`src/ccms_regs.svh`:
```
// register indices, bit positions, reset values and fixed counts of the mode select block
`ifndef CCMS_REGS_SVH
`define CCMS_REGS_SVH
`define CCMS_IDX_MODE0 8'he3
`define CCMS_IDX_MODE1 8'he4
`define CCMS_IDX_OFS_LO 8'he6
`define CCMS_IDX_OFS_HI 8'he7
`define CCMS_BYTE_ADDR(idx) {2'h0, (idx), 2'h0}
`define CCMS_RST_BYTE 8'h00
`define CCMS_RST_WORD 16'h0000
`define CCMS_TMR_ZERO 16'h0000
`define CCMS_RD_PAD 24'h00_0000
`define CCMS_CH_W 4
`define CCMS_B_MODSEL 3
`define CCMS_B_SWMC 4
`define CCMS_B_NEXT 5
`define CCMS_MODE1_MASK 8'h3f
`define CCMS_PHASE_4 3'h4
`define CCMS_PHASE_5 3'h5
`endif

```
`src/ccms_pkg.sv`:
```
// shared types and decode functions of the mode select block
`include "ccms_regs.svh"
package ccms_pkg;
  typedef enum logic [2:0] {
    CCMS_OFF = 3'h0,
    CCMS_CMP_PRI = 3'h1,
    CCMS_CMP_COMPL = 3'h2,
    CCMS_CMP_BOTH = 3'h3,
    CCMS_CAP_NONE = 3'h4,
    CCMS_CAP_RISE = 3'h5,
    CCMS_CAP_FALL = 3'h6,
    CCMS_CAP_BOTH = 3'h7
  } ccms_mode_e;

  typedef enum logic [1:0] {
    CCMS_APB_IDLE = 2'h1,
    CCMS_APB_ACC = 2'h2
  } ccms_apb_e;

  typedef enum logic [5:0] {
    CCMS_MC_S0 = 6'h01,
    CCMS_MC_S1 = 6'h02,
    CCMS_MC_S2 = 6'h04,
    CCMS_MC_S3 = 6'h08,
    CCMS_MC_S4 = 6'h10,
    CCMS_MC_S5 = 6'h20
  } ccms_mc_e;

  typedef struct packed {
    logic psel;
    logic penable;
    logic pwrite;
    logic [11:0] paddr;
    logic [31:0] pwdata;
  } ccms_apb_req_s;

  typedef struct packed {
    logic pready;
    logic [31:0] prdata;
    logic pslverr;
  } ccms_apb_rsp_s;

  typedef struct packed {
    logic [15:0] value;
    logic period_hit;
    logic zero_hit;
    logic count_mode;
    logic start;
    logic shadow_en;
  } ccms_tmr_s;

  typedef struct packed {
    logic pri_o;
    logic pri_oe;
    logic compl_o;
    logic compl_oe;
  } ccms_pin_s;

  typedef struct packed {
    logic stb;
    logic [15:0] value;
  } ccms_cap_s;

  typedef struct packed {
    logic pin_prev;
    logic init_lvl;
    ccms_pin_s pin;
    ccms_cap_s cap;
  } ccms_chan_s;

  typedef struct packed {
    ccms_apb_e apb;
    ccms_apb_rsp_s rsp;
    logic [7:0] mode0;
    logic [7:0] mode1;
    logic [15:0] ofs_sh;
    logic [15:0] ofs_wk;
    logic [15:0] sum;
    ccms_mc_e mc;
    logic mc_pend;
  } ccms_top_s;

  function automatic logic drives_pri(input ccms_mode_e m);
    return (m == CCMS_CMP_PRI) || (m == CCMS_CMP_BOTH);
  endfunction

  function automatic logic drives_compl(input ccms_mode_e m);
    return (m == CCMS_CMP_COMPL) || (m == CCMS_CMP_BOTH);
  endfunction

  function automatic ccms_mc_e mc_next(input ccms_mc_e s, input logic [2:0] phases);
    case (s)
      CCMS_MC_S0: return CCMS_MC_S1;
      CCMS_MC_S1: return CCMS_MC_S2;
      CCMS_MC_S2: return CCMS_MC_S3;
      CCMS_MC_S3: return (phases == `CCMS_PHASE_4) ? CCMS_MC_S0 : CCMS_MC_S4;
      CCMS_MC_S4: return (phases == `CCMS_PHASE_5) ? CCMS_MC_S0 : CCMS_MC_S5;
      default: return CCMS_MC_S0;
    endcase
  endfunction
endpackage

```
`src/ccms_chan.sv`:
```
// one capture/compare channel: pin steering, modulation and capture
`timescale 1ns/10ps
`include "ccms_regs.svh"
module ccms_chan (
  // clock and reset
  input wire logic clk_in,
  input wire logic rst_b_in,
  input wire logic ce_in,
  // configuration: {modulation_select, channel_mode_code}
  input wire logic [3:0] cfg_in,
  input wire logic init_level_in,
  input wire ccms_pkg::ccms_tmr_s tmr_in,
  // compare and pin signals
  input wire logic cmp_pri_in,
  input wire logic cmp_compl_in,
  input wire logic mod_signal_in,
  input wire logic pin_pri_in,
  // results
  output ccms_pkg::ccms_pin_s pin_out,
  output ccms_pkg::ccms_cap_s cap_out
);
  ccms_pkg::ccms_chan_s s_q, s_d;
  ccms_pkg::ccms_mode_e mode;
  logic compl_sig;
  logic rise;
  logic fall;

  always_comb begin
    s_d = s_q;
    mode = ccms_pkg::ccms_mode_e'(cfg_in[2:0]);
    s_d.pin_prev = pin_pri_in;
    if (tmr_in.start) begin
      s_d.init_lvl = init_level_in;
    end
    compl_sig = cmp_compl_in;
    if (cfg_in[`CCMS_B_MODSEL]) begin
      // gate the fast compare signal into one phase of the channel signal
      compl_sig = mod_signal_in & (s_q.init_lvl ? ~cmp_pri_in : cmp_pri_in);
    end
    s_d.pin.pri_oe = ccms_pkg::drives_pri(mode);
    s_d.pin.pri_o = cmp_pri_in & ccms_pkg::drives_pri(mode);
    s_d.pin.compl_oe = ccms_pkg::drives_compl(mode);
    s_d.pin.compl_o = compl_sig & ccms_pkg::drives_compl(mode);
    rise = pin_pri_in & ~s_q.pin_prev;
    fall = ~pin_pri_in & s_q.pin_prev;
    s_d.cap.stb = (rise & ((mode == ccms_pkg::CCMS_CAP_RISE)
                        | (mode == ccms_pkg::CCMS_CAP_BOTH)))
                | (fall & ((mode == ccms_pkg::CCMS_CAP_FALL)
                        | (mode == ccms_pkg::CCMS_CAP_BOTH)));
    if (s_d.cap.stb) begin
      s_d.cap.value = tmr_in.value;
    end
  end

  always_ff @(posedge clk_in or negedge rst_b_in) begin
    if (!rst_b_in) begin
      s_q <= '0;
    end else if (ce_in) begin
      s_q <= s_d;
    end
  end

  assign pin_out = s_q.pin;
  assign cap_out = s_q.cap;
endmodule

```
`src/ccms_top.sv`:
```
// mode select registers, dead-time offset shadowing and multichannel stepping
// Behaviour
// - 16-bit offset in two shadowed bytes, reset zero
// - shadow moves to working on period/zero transfer
// - complementary match uses timer plus offset
// - period match steps pattern when software stepping off
// - software stepping on: only strobe steps pattern
// - strobed step applied when timer equals zero
// - strobe bit self-clears the following cycle
// - modulation select gates fast compare onto complement
// - initial level set: modulate during low phase
// - initial level clear: modulate during high phase
// - each channel has its own mode code
// - code 000 releases both pins
// - code 001 drives primary pin only
// - code 010 drives complementary pin only
// - code 011 drives both pins
// - code 100 capture with no edge trigger
// - code 101 captures on rising edge
// - code 110 captures on falling edge
// - code 111 captures on both edges
//
// The implementer's own choice: the APB slave port.
`timescale 1ns/10ps
`include "ccms_regs.svh"
module ccms_top (
  // clock and reset
  input wire logic clk_in,
  input wire logic rst_b_in,
  input wire logic ce_in,
  // register bus
  input wire ccms_pkg::ccms_apb_req_s apb_req_in,
  output ccms_pkg::ccms_apb_rsp_s apb_rsp_out,
  // compare timer status
  input wire ccms_pkg::ccms_tmr_s tmr_in,
  input wire logic [2:0] mc_phases_in,
  input wire logic [2:0] init_level_in,
  // channel compare signals and pins
  input wire logic [2:0] cmp_pri_in,
  input wire logic [2:0] cmp_compl_in,
  input wire logic mod_signal_in,
  input wire logic [2:0] pin_pri_in,
  // channel results
  output ccms_pkg::ccms_pin_s [2:0] pin_out,
  output ccms_pkg::ccms_cap_s [2:0] cap_out,
  // offset timer sum and multichannel state
  output logic [15:0] offset_sum_out,
  output logic [5:0] mc_state_out
);
  localparam ccms_pkg::ccms_top_s TOP_RST = '{
    apb: ccms_pkg::CCMS_APB_IDLE,
    rsp: '0,
    mode0: `CCMS_RST_BYTE,
    mode1: `CCMS_RST_BYTE,
    ofs_sh: `CCMS_RST_WORD,
    ofs_wk: `CCMS_RST_WORD,
    sum: `CCMS_RST_WORD,
    mc: ccms_pkg::CCMS_MC_S0,
    mc_pend: 1'b0
  };

  ccms_pkg::ccms_top_s s_q, s_d;
  logic [3:0] hit;
  logic [7:0] wdat;
  logic [11:0] chan_cfg;
  logic wr_fire;
  logic offs_xfer;
  logic zero_now;
  logic swmc;
  logic mc_step;
  logic strobe_set;

  // one-hot register select: {offset high, offset low, mode 1, mode 0}
  function automatic logic [3:0] reg_hit(input logic [11:0] a);
    reg_hit[0] = (a == `CCMS_BYTE_ADDR(`CCMS_IDX_MODE0));
    reg_hit[1] = (a == `CCMS_BYTE_ADDR(`CCMS_IDX_MODE1));
    reg_hit[2] = (a == `CCMS_BYTE_ADDR(`CCMS_IDX_OFS_LO));
    reg_hit[3] = (a == `CCMS_BYTE_ADDR(`CCMS_IDX_OFS_HI));
  endfunction

  // read view of the selected register; offsets read from the shadow
  function automatic logic [7:0] reg_read(input logic [3:0] h, input ccms_pkg::ccms_top_s s);
    reg_read = `CCMS_RST_BYTE;
    if (h[0]) begin
      reg_read = s.mode0;
    end
    if (h[1]) begin
      reg_read = s.mode1 & `CCMS_MODE1_MASK;
    end
    if (h[2]) begin
      reg_read = s.ofs_sh[7:0];
    end
    if (h[3]) begin
      reg_read = s.ofs_sh[15:8];
    end
  endfunction

  always_comb begin
    s_d = s_q;
    hit = reg_hit(apb_req_in.paddr);
    wdat = apb_req_in.pwdata[7:0];
    wr_fire = 1'b0;
    zero_now = (tmr_in.value == `CCMS_TMR_ZERO);
    swmc = s_q.mode1[`CCMS_B_SWMC];

    // zero-wait slave: answer in the first access cycle
    case (s_q.apb)
      ccms_pkg::CCMS_APB_IDLE: begin
        if (apb_req_in.psel && !apb_req_in.penable) begin
          s_d.apb = ccms_pkg::CCMS_APB_ACC;
          s_d.rsp.pready = 1'b1;
          s_d.rsp.pslverr = ~|hit;
          s_d.rsp.prdata = {`CCMS_RD_PAD, reg_read(hit, s_q)};
        end
      end
      ccms_pkg::CCMS_APB_ACC: begin
        if (apb_req_in.psel && apb_req_in.penable) begin
          s_d.apb = ccms_pkg::CCMS_APB_IDLE;
          s_d.rsp.pready = 1'b0;
          s_d.rsp.pslverr = 1'b0;
          // unmapped writes are answered with an error and dropped
          wr_fire = apb_req_in.pwrite && |hit;
        end
      end
      default: begin
        s_d.apb = ccms_pkg::CCMS_APB_IDLE;
        s_d.rsp.pready = 1'b0;
      end
    endcase

    // working offset only changes on a timer transfer event
    offs_xfer = tmr_in.shadow_en
              & (tmr_in.count_mode ? tmr_in.zero_hit : tmr_in.period_hit);
    if (offs_xfer) begin
      s_d.ofs_wk = s_q.ofs_sh;
    end
    s_d.sum = tmr_in.value + s_q.ofs_wk;

    if (s_q.mode1[`CCMS_B_NEXT]) begin
      s_d.mode1[`CCMS_B_NEXT] = 1'b0;
    end

    // pattern step source depends on software stepping enable
    mc_step = swmc ? (s_q.mc_pend & zero_now) : tmr_in.period_hit;
    if (mc_step) begin
      s_d.mc = ccms_pkg::mc_next(s_q.mc, mc_phases_in);
      s_d.mc_pend = 1'b0;
    end
    if (!swmc) begin
      s_d.mc_pend = 1'b0;
    end

    strobe_set = wr_fire & hit[1] & wdat[`CCMS_B_NEXT] & wdat[`CCMS_B_SWMC];
    if (wr_fire) begin
      if (hit[0]) begin
        s_d.mode0 = wdat;
      end
      if (hit[1]) begin
        s_d.mode1 = wdat & `CCMS_MODE1_MASK;
      end
      if (hit[2]) begin
        s_d.ofs_sh[7:0] = wdat;
      end
      if (hit[3]) begin
        s_d.ofs_sh[15:8] = wdat;
      end
    end
    // a new strobe wins over the consumption of an older one
    if (strobe_set) begin
      s_d.mc_pend = 1'b1;
    end
  end

  always_ff @(posedge clk_in or negedge rst_b_in) begin
    if (!rst_b_in) begin
      s_q <= TOP_RST;
    end else if (ce_in) begin
      s_q <= s_d;
    end
  end

  assign chan_cfg = {s_q.mode1[`CCMS_CH_W-1:0], s_q.mode0};

  genvar ch;
  generate
    for (ch = 0; ch < 3; ch++) begin : g_chan
      ccms_chan u_chan (
        .clk_in(clk_in),
        .rst_b_in(rst_b_in),
        .ce_in(ce_in),
        .cfg_in(chan_cfg[ch*`CCMS_CH_W +: `CCMS_CH_W]),
        .init_level_in(init_level_in[ch]),
        .tmr_in(tmr_in),
        .cmp_pri_in(cmp_pri_in[ch]),
        .cmp_compl_in(cmp_compl_in[ch]),
        .mod_signal_in(mod_signal_in),
        .pin_pri_in(pin_pri_in[ch]),
        .pin_out(pin_out[ch]),
        .cap_out(cap_out[ch])
      );
    end
  endgenerate

  assign apb_rsp_out = s_q.rsp;
  assign offset_sum_out = s_q.sum;
  assign mc_state_out = s_q.mc;
endmodule

```
`config.mk`:
```
export PLATFORM = sky130hd
export DESIGN_NAME = ccms_top
export DESIGN_NICKNAME = d
export VERILOG_FILES = /design/src/ccms_pkg.sv /design/src/ccms_chan.sv /design/src/ccms_top.sv
export VERILOG_INCLUDE_DIRS = /design/src
export SDC_FILE = /design/constraint.sdc
export NUM_CORES = 1
export LEC_CHECK = 0
export BUFFER_PORTS_ARGS = -buffer_cell sky130_fd_sc_hd__buf_2
export CORE_ASPECT_RATIO = 1.25
export CORE_MARGIN = 5
export CORE_UTILIZATION = 44
export CTS_CLUSTER_DIAMETER = 120
export DETAILED_ROUTE_END_ITERATION = 10
export GPL_TIMING_DRIVEN = 0
export PLACE_DENSITY = 0.77
export RECOVER_POWER = 25
export SYNTH_ARGS = -nofsm -noshare
export SYNTH_HDL_FRONTEND = slang
export SYNTH_SLANG_ARGS = --single-unit
export TNS_END_PERCENT = 30
```
`constraint.sdc`:
```
create_clock -name clk_in -period 3 [get_ports clk_in]
set_input_delay 0 -clock clk_in [delete_from_list [all_inputs] [get_ports clk_in]]
set_output_delay 0 -clock clk_in [all_outputs]
set_load 0.1 [all_outputs]
```
# Yosys cells after proc, flatten, opt, wreduce, memory -nomap -nowiden
# Cells that the tools add are included.
# W data, S select, Z words.
# totals
reg_bits	150
inputBits	87
output_inout_bits	119
word_cells	173
# classes
n_addsub	1
eq_ne	34
mux	29
bitwise_logic	44
reduce_logical	28
# op_table
op	count
$eq A12 B10 Y1 const B	4
$mux W8	6
$mux W36	1
$eq A3 B3 Y1 const B	11
$pmux W6 S5	1
$and A1 B1 Y1	26
$mux W22	1
$eq A3 B2 Y1 const B	6
$reduce_and A3 Y1	6
$add A16 B16 Y16	1
$logic_not A16 Y1	1
$mux W1	14
$reduce_and A2 Y1	7
$mux W6	2
$eq A3 B1 Y1 const B	3
$not A1 Y1	9
$or A1 B1 Y1	9
$eq A6 B1 Y1 const B	1
$eq A6 B2 Y1 const B	1
$eq A6 B3 Y1 const B	1
$eq A6 B4 Y1 const B	1
$eq A6 B5 Y1 const B	1
$logic_or A1 B1 Y1	6
$pmux W3 S2	1
other kinds (12)	16

# Depth between registers and ports, before layout
# Gate-level depths: netlist of run 1.
# depth
word_depth	10
ltp_mapped	9
ltp_nobuf	9

# By module
# From an unflattened synthesis of run 1, not the netlist that was laid out.
# unflattened
cells_unflattened	705
area_unflattened_um2	8215.4
# by_module_without_submodules
mod	n_inst	cells_per_inst	area_each_um2	seq_area_each_um2
ccms_top	1	453	4754.6	2004.4
ccms_chan	3	84	1153.6	575.6

# Worst setup path before layout of run 1
# OpenSTA, ideal clock, no wires.
# synth_path
path_type	register -> register
from	register s_q[23] (netlist bit)
to	register s_q (netlist bit offset_sum_out[12])
setup_time_ns	0.120
t_arrival_ns	2.048
slack_ns	0.832
stages_incl_launch_ff	10
path_buffers	0
cell_sequence	dfrtp_1 > ha_1 > inv_1 > fa_1 > nor2b_1 > o31ai_1 > a211oi_1 > o21a_1 > or3_1 > a31o_2
# synth_between
elab_chain_cells	1
# synth_lines
item	line_no	source
from (decl)	ccms_top.sv:62	ccms_pkg::ccms_top_s s_q, s_d;
from (signal assigned)	ccms_top.sv:176	s_q <= TOP_RST;
from (signal assigned)	ccms_top.sv:178	s_q <= s_d;
$add A16 B16 Y16	ccms_top.sv:137	s_d.sum = tmr_in.value + s_q.ofs_wk;
# No other way between the ends.
# A chain may end at the register's enable or synchronous reset.

# Worst setup path in the final report of run 1
# Ends and elaborated chain as after synthesis.

==> impl_metrics.toml, run 1 <==
[drt]
drt-initial-drc-count = 264
antenna_left = 0
drc = 0
drtPass1Iterations = 4
post_drt_wl_per_cell_um = 16.5
vias = 5824
avgViaCountPerCell = 4.96
routed_wl_um = 19400

[power_and_ir_drop]
power.switching_uw = 1930
power_frac_seq_pct = 37.8
p_sw_share_pct = 33.7
pwr-share-clk_pct = 38.9
vdd_drop_max_uv = 348
power.density_mw_per_mm2 = 565
combPwrFrac_pct = 23.3
power.internal_uw = 3790
leakagePower_uw = 0.00536

[die]
core_sq_mm = 0.0176
fp-row-count = 54
ios = 206
start_util_pct = 45.1
die_h_um = 160
die_x_um = 130
die-area_sq_mm = 0.0208

[layout]
regArea_sq_mm = 0.00373
drive_above_1_share_pct = 45.1
syn_to_final_growth_pct = 27.8
multiInputGateArea_sq_mm = 0.00322
antenna_cells = 0
fillCellCount = 1524
fin_nets = 1040
design_area_sq_mm = 0.0101

[hold_path]
hold_path_depth = 5
min_from = "mc_phases_in[0]"
holdCritPathClass = "input port to flop"
min_to = "mc_state_out[5]"

[critical_path]
start_kind = "flop"
path_class = "flop to flop"
cp.arrival_ps = 2790
regToRegSetupSlack_ps = 530
critPathMaxFanout = 4
reg2reg_depth = 9
slowest_delay_ps = 450
cp_slowest_cell = "o31ai_1"
r2r-start = "s_q[23]"
cp.required_ps = 3310
end_kind = "flop"
crit_chain = "ha_1, inv_1, fa_1, nor2b_1, o31ai_1, a211oi_1, o21a_1, or3_1, a31o_2"
r2r_end = "offset_sum_out[12]"

[timing]
post-route-min-period_ps = 2470
setup_slack_ps = 527
max_slew.worst_pin.slew_ps = 1550
fin_skew_ps = 9.06
period_share_pct = 82.4
finalHoldViolCount = 0
max_freq_mhz = 404
setup_viol = 0
rsz0062_at_grt = "false"
finalMaxSlewViolations = 59
slew_headroom_pct = -3.50

[clocking]
clkTransAtPathRegs_ps = 60
clk-insertion-delay-late_ps = 430
cts_buffers = 17
clock_path_buffers = 2
htreeDepth = 4
clock_sinks = 149
cts_resized = 0
cts_tree = "yes"
cts_setup_buffers = 0
cts_hold_buf = 42
root_buffer = "clkbuf_16"

[placed_design]
place.port_buffers = 155
gp_congestion = 0.929
place_hpwl_um = 14100
place_area_sq_mm = 0.00909
place_ws_ps = 532

[logic_synthesis]
yosys-top-cells-count = "dfrtp_1 (147), buf_4 (119), mux2_2 (99), nor2_1 (33), o21ai_0 (32)"
yosysTopAreaCell = "dfrtp_1"
yosys_warnings = 0
synth.distinct_cells = 63
synthesis.area_sq_mm = 0.00792
ys_ff_latch = 149
netlist.area_leader.share_pct = 46.5
async_reset_ff_share_pct = 100
synth_cells = 697
synth_area_leaders = "dfrtp_1 (46%), mux2_2 (14%), buf_4 (11%)"
yosysMostFrequentCell = "dfrtp_1"
ys_seq_area_share_pct = 47.1
synthFlopType = "dfrtp_1"
synth_edf_count = 0
syn_area_per_cell_sq_um = 11.4

[global_routing]
grt_pass1_wl_um = 31000
antenna_found_initial = 0
grt_usage_pct = 19.0
grt_pass1_vias = 6013
grt_max_degree = 92
overflow = 0

[outcome]
outcome = "complete, but fails checks"
violations = "max-capacitance violations, max-slew violations"

[job]
max_cap_violations = 1
power by group through the flow:
| stage | clock network [uW] | logic (uW) | registers, uW |
|---|---|---|---|
| final | 2220 | 1330 | 2160 |
| after global routing | 2340 | 1390 | 2180 |
| after CTS | 2260 | 1340 | 2160 |
| after detailed placement | 0 | 1290 | 2200 |
| after global placement | 0 | 1280 | 2200 |
| after floorplan | 0 | 1060 | 2180 |
final cells by class:
type,instances,area share (%)
Sequential cell,149,36.9
Multi-Input combinational cell,413,31.8
Timing Repair Buffer,198,12.1
Buffer,140,9.70
Clock buffer,19,4.38
Tap cell,224,2.77
Clock inverter,13,1.68
Inverter,18,0.668
cells by family (layout without fill, tap and decap cells):
family	count (synthesis)	count (layout)	synth area share, %
compound gates	111	111	9.17
xor+xnor	13	13	1.44
fa+ha+maj	16	16	2.62
buf+inv	158	388	13.2
flops	149	149	47.1
mux	123	123	17.6
other cells	1	24	0.0474
simple gates	126	126	8.71
cell usage in the layout, fill, tap and decap left out, types with 21 or more instances in the layout:
| cell type | Yosys | final |
|---|---|---|
| mux2_2 | 99 | 98 |
| buf_4 | 119 | 119 |
| buf_2 | 1 | 154 |
| nand2_1 | 27 | 27 |
| dlygate4sd3_1 | 0 | 42 |
| o21ai_0 | 32 | 32 |
| a21oi_1 | 21 | 21 |
| conb_1 | 1 | 24 |
| nor2_1 | 33 | 33 |
| dfrtp_1 | 147 | 147 |
metal layers:
layer | share of wire (%) | global-route usage, %
met1 | 40 | 22.5
met2 | 51 | 32.9
met3 | 5.7 | 4.64
met4 | 3.5 | 6.99
met5 | 0 | 0
worst max path at each step:
stage / slack (ps) / from / cells after the start / end
floorplan: 830 / s_q[23] / 9 / offset_sum_out[12]
global placement: -290 / rst_b_in / 1 / g_chan[2].u_chan.cap_out[14]
detailed placement: 530 / ce_in / 6 / g_chan[2].u_chan.cap_out[11]
CTS: 520 / s_q[23] / 9 / offset_sum_out[12]
global route: 370 / s_q[23] / 9 / offset_sum_out[12]
finish: 530 / s_q[23] / 9 / offset_sum_out[12]
state kept, by name, summed over array words and instances (netlist names):
| name | cells |
|---|---|
| mc_state_out | 6 |
| apb_rsp_out | 9 |
| g_chan.u_chan.s_q | 6 |
| s_q | 37 |
| g_chan.u_chan.cap_out | 51 |
| g_chan.u_chan.pin_out | 12 |
| offset_sum_out | 16 |
| chan_cfg | 12 |
worst max-delay path: cells and delay by family (launching register included):
kind / cells / cell delay [ps]
AOI/OAI and AO/OA: 4 / 1110
adders and majority gates: 2 / 410
DFF: 1 / 390
and+or+nand+nor: 2 / 370
buffers and inverters: 1 / 70
stage by stage:
step                      TNS (ps)  hold slack [ps]  power [uW]  cells  util (%)
after global placement      -40700              231        3480   1099      51.6
after CTS                        0             8.75        5770   1174      57.6
after floorplan                  0             -296        3240    720         -
final                            0             34.1        5720   1174      57.6
after detailed placement         0             18.1        3500   1100      51.8
after global routing             0             52.6        5920   1174      57.6
(Power assumes the default switching activity.)
==> inputs of run 2 (changes only) <==
==> constraint.sdc (replaced) <==
create_clock -name clk_in -period 2.4 [get_ports clk_in]
set_input_delay 0 -clock clk_in [delete_from_list [all_inputs] [get_ports clk_in]]
set_output_delay 0 -clock clk_in [all_outputs]
set_load 0.1 [all_outputs]
==> impl_metrics.toml, run 2 (synthesis results as in run 1) <==
[outcome]
outcome = "complete, but fails checks"
violations = "max-capacitance violations"

[die]
fp-row-count = 54
die-area_sq_mm = 0.0208
ios = 206
start_util_pct = 45.1
die_x_um = 130
die_h_um = 160
core_sq_mm = 0.0176

[drt]
avgViaCountPerCell = 4.95
routed_wl_um = 19400
post_drt_wl_per_cell_um = 16.5
drtPass1Iterations = 4
drc = 0
vias = 5807
drt-initial-drc-count = 263
antenna_left = 0

[timing]
post-route-min-period_ps = 2330
period_share_pct = 97.1
fin_skew_ps = 9.43
setup_slack_ps = 69.2
setup_viol = 0
slew_headroom_pct = 0.271
rsz0062_at_grt = "true"
max_slew.worst_pin.slew_ps = 1500
finalMaxSlewViolations = 0
max_freq_mhz = 429
finalHoldViolCount = 0

[global_routing]
grt_max_degree = 92
grt_pass1_vias = 6012
grt_usage_pct = 19.0
grt_pass1_wl_um = 31000
overflow = 0
antenna_found_initial = 0

[layout]
fin_nets = 1040
antenna_cells = 0
postLayoutCoreUtil_pct = 57.6
final_cell_mix = "buf_2 (154), dfrtp_1 (147), buf_4 (119), mux2_2 (98), dlygate4sd3_1 (42)"
largest_register_ffs = 51
drive_above_1_share_pct = 45.7
final_common_cell = "buf_2"
syn_to_final_growth_pct = 27.9

[power_and_ir_drop]
power_frac_seq_pct = 37.9
leakagePower_uw = 0.00536
p_sw_share_pct = 33.6
power.internal_uw = 4740
power.density_mw_per_mm2 = 706
vdd_drop_max_uv = 435
pwr-share-clk_pct = 38.8
combPwrFrac_pct = 23.3
power.switching_uw = 2400

[critical_path]
slowest_delay_ps = 610
start_kind = "flop"
path_class = "flop to flop"
end_kind = "flop"
reg2reg_depth = 7
cp_num_cells = 7
cp.arrival_ps = 2580
crit_buf_inv = 0
cp_slowest_cell = "or4b_2"
critPathMaxFanout = 4
cp.required_ps = 2650
path_delay_family = "compound AO/OA/AOI/OAI gates"
crit_chain = "ha_1, o21ai_0, o21ba_2, nor2_1, or4b_2, o2111ai_1, a41oi_1"

[hold_path]
holdCritPathClass = "input port to flop"
hold_path_depth = 5

[job]
max_cap_violations = 1

[clocking]
htreeDepth = 4
clk-insertion-delay-late_ps = 430
cts_setup_buffers = 0
cts_buffers = 17
clock_path_buffers = 2
clock_sinks = 149
root_buffer = "clkbuf_16"
cts_tree = "yes"
clkTransAtPathRegs_ps = 60

[placed_design]
place_ws_ps = -68.4
place_hpwl_um = 14100
gp_congestion = 0.929
place.port_buffers = 155
[run 2: final timing paths]
kind	startpoint	slack, ps	to
worst min register to register	g_chan[2].u_chan.cap_out[16]	480	g_chan[2].u_chan.cap_out[16]
max in group asynchronous	rst_b_in	440	g_chan[2].u_chan.cap_out[13]
min in group asynchronous	rst_b_in	470	g_chan[0].u_chan.cap_out[4]
worst max register to register	s_q[25]	70	offset_sum_out[13]
worst min-delay path	mc_phases_in[0]	30	mc_state_out[5]
worst max-delay path	s_q[25]	70	offset_sum_out[13]
[run 2: cell type report]
type | count | area [sq um]
plain buffers | 140 | 985
multi-input cells | 413 | 3240
inverters | 18 | 67.6
flip-flops and latches | 149 | 3730
well taps | 224 | 280
fillers | 1522 | 7450
clock inverters | 13 | 170
repair buffers | 198 | 1210
clock buffers | 19 | 443
[run 2: worst min-delay path: stages]
cell     delay, ps
buf_2          110
inv_1           40
nor2_1          80
or4b_2         110
o21ai_0         70
[run 2: power by group through the flow]
stage	logic [uW]	clock network, uW	registers [uW]
final	1660	2770	2710
after global routing	1740	2930	2720
after floorplan	1320	0	2730
after CTS	1670	2830	2710
after global placement	1600	0	2750
after detailed placement	1620	0	2750
[run 2: stage by stage]
stage / std cells / hold slack (ps) / setup TNS, ps / power (uW) / cell area [sq um]
after detailed placement: 1100 / 18.1 / -602 / 4370 / 9090
final: 1174 / 30.7 / 0 / 7140 / 10100
after global placement: 1099 / 231 / -129320 / 4350 / 9060
after CTS: 1174 / 8.75 / 0 / 7210 / 10100
after floorplan: 720 / -296 / 0 / 4050 / 8000
after global routing: 1174 / 52.6 / -129 / 7390 / 10100
[run 2: metal layers]
layer  global-route usage, %  vias to the layer above  share of wire, %
met3                    4.64                       40               6.0
li1                        -                     2796                 -
met5                       0                        -                 0
met4                    6.99                        0               3.2
met1                    22.5                     2784                40
met2                    32.9                      187                51
[run 2: timing repair]
item                                    in CTS  in global routing
resized for setup                            2                  4
endpoints found under the setup margin      11                 22
endpoints found under the hold margin      153                  0
hold buffers                                42                  0
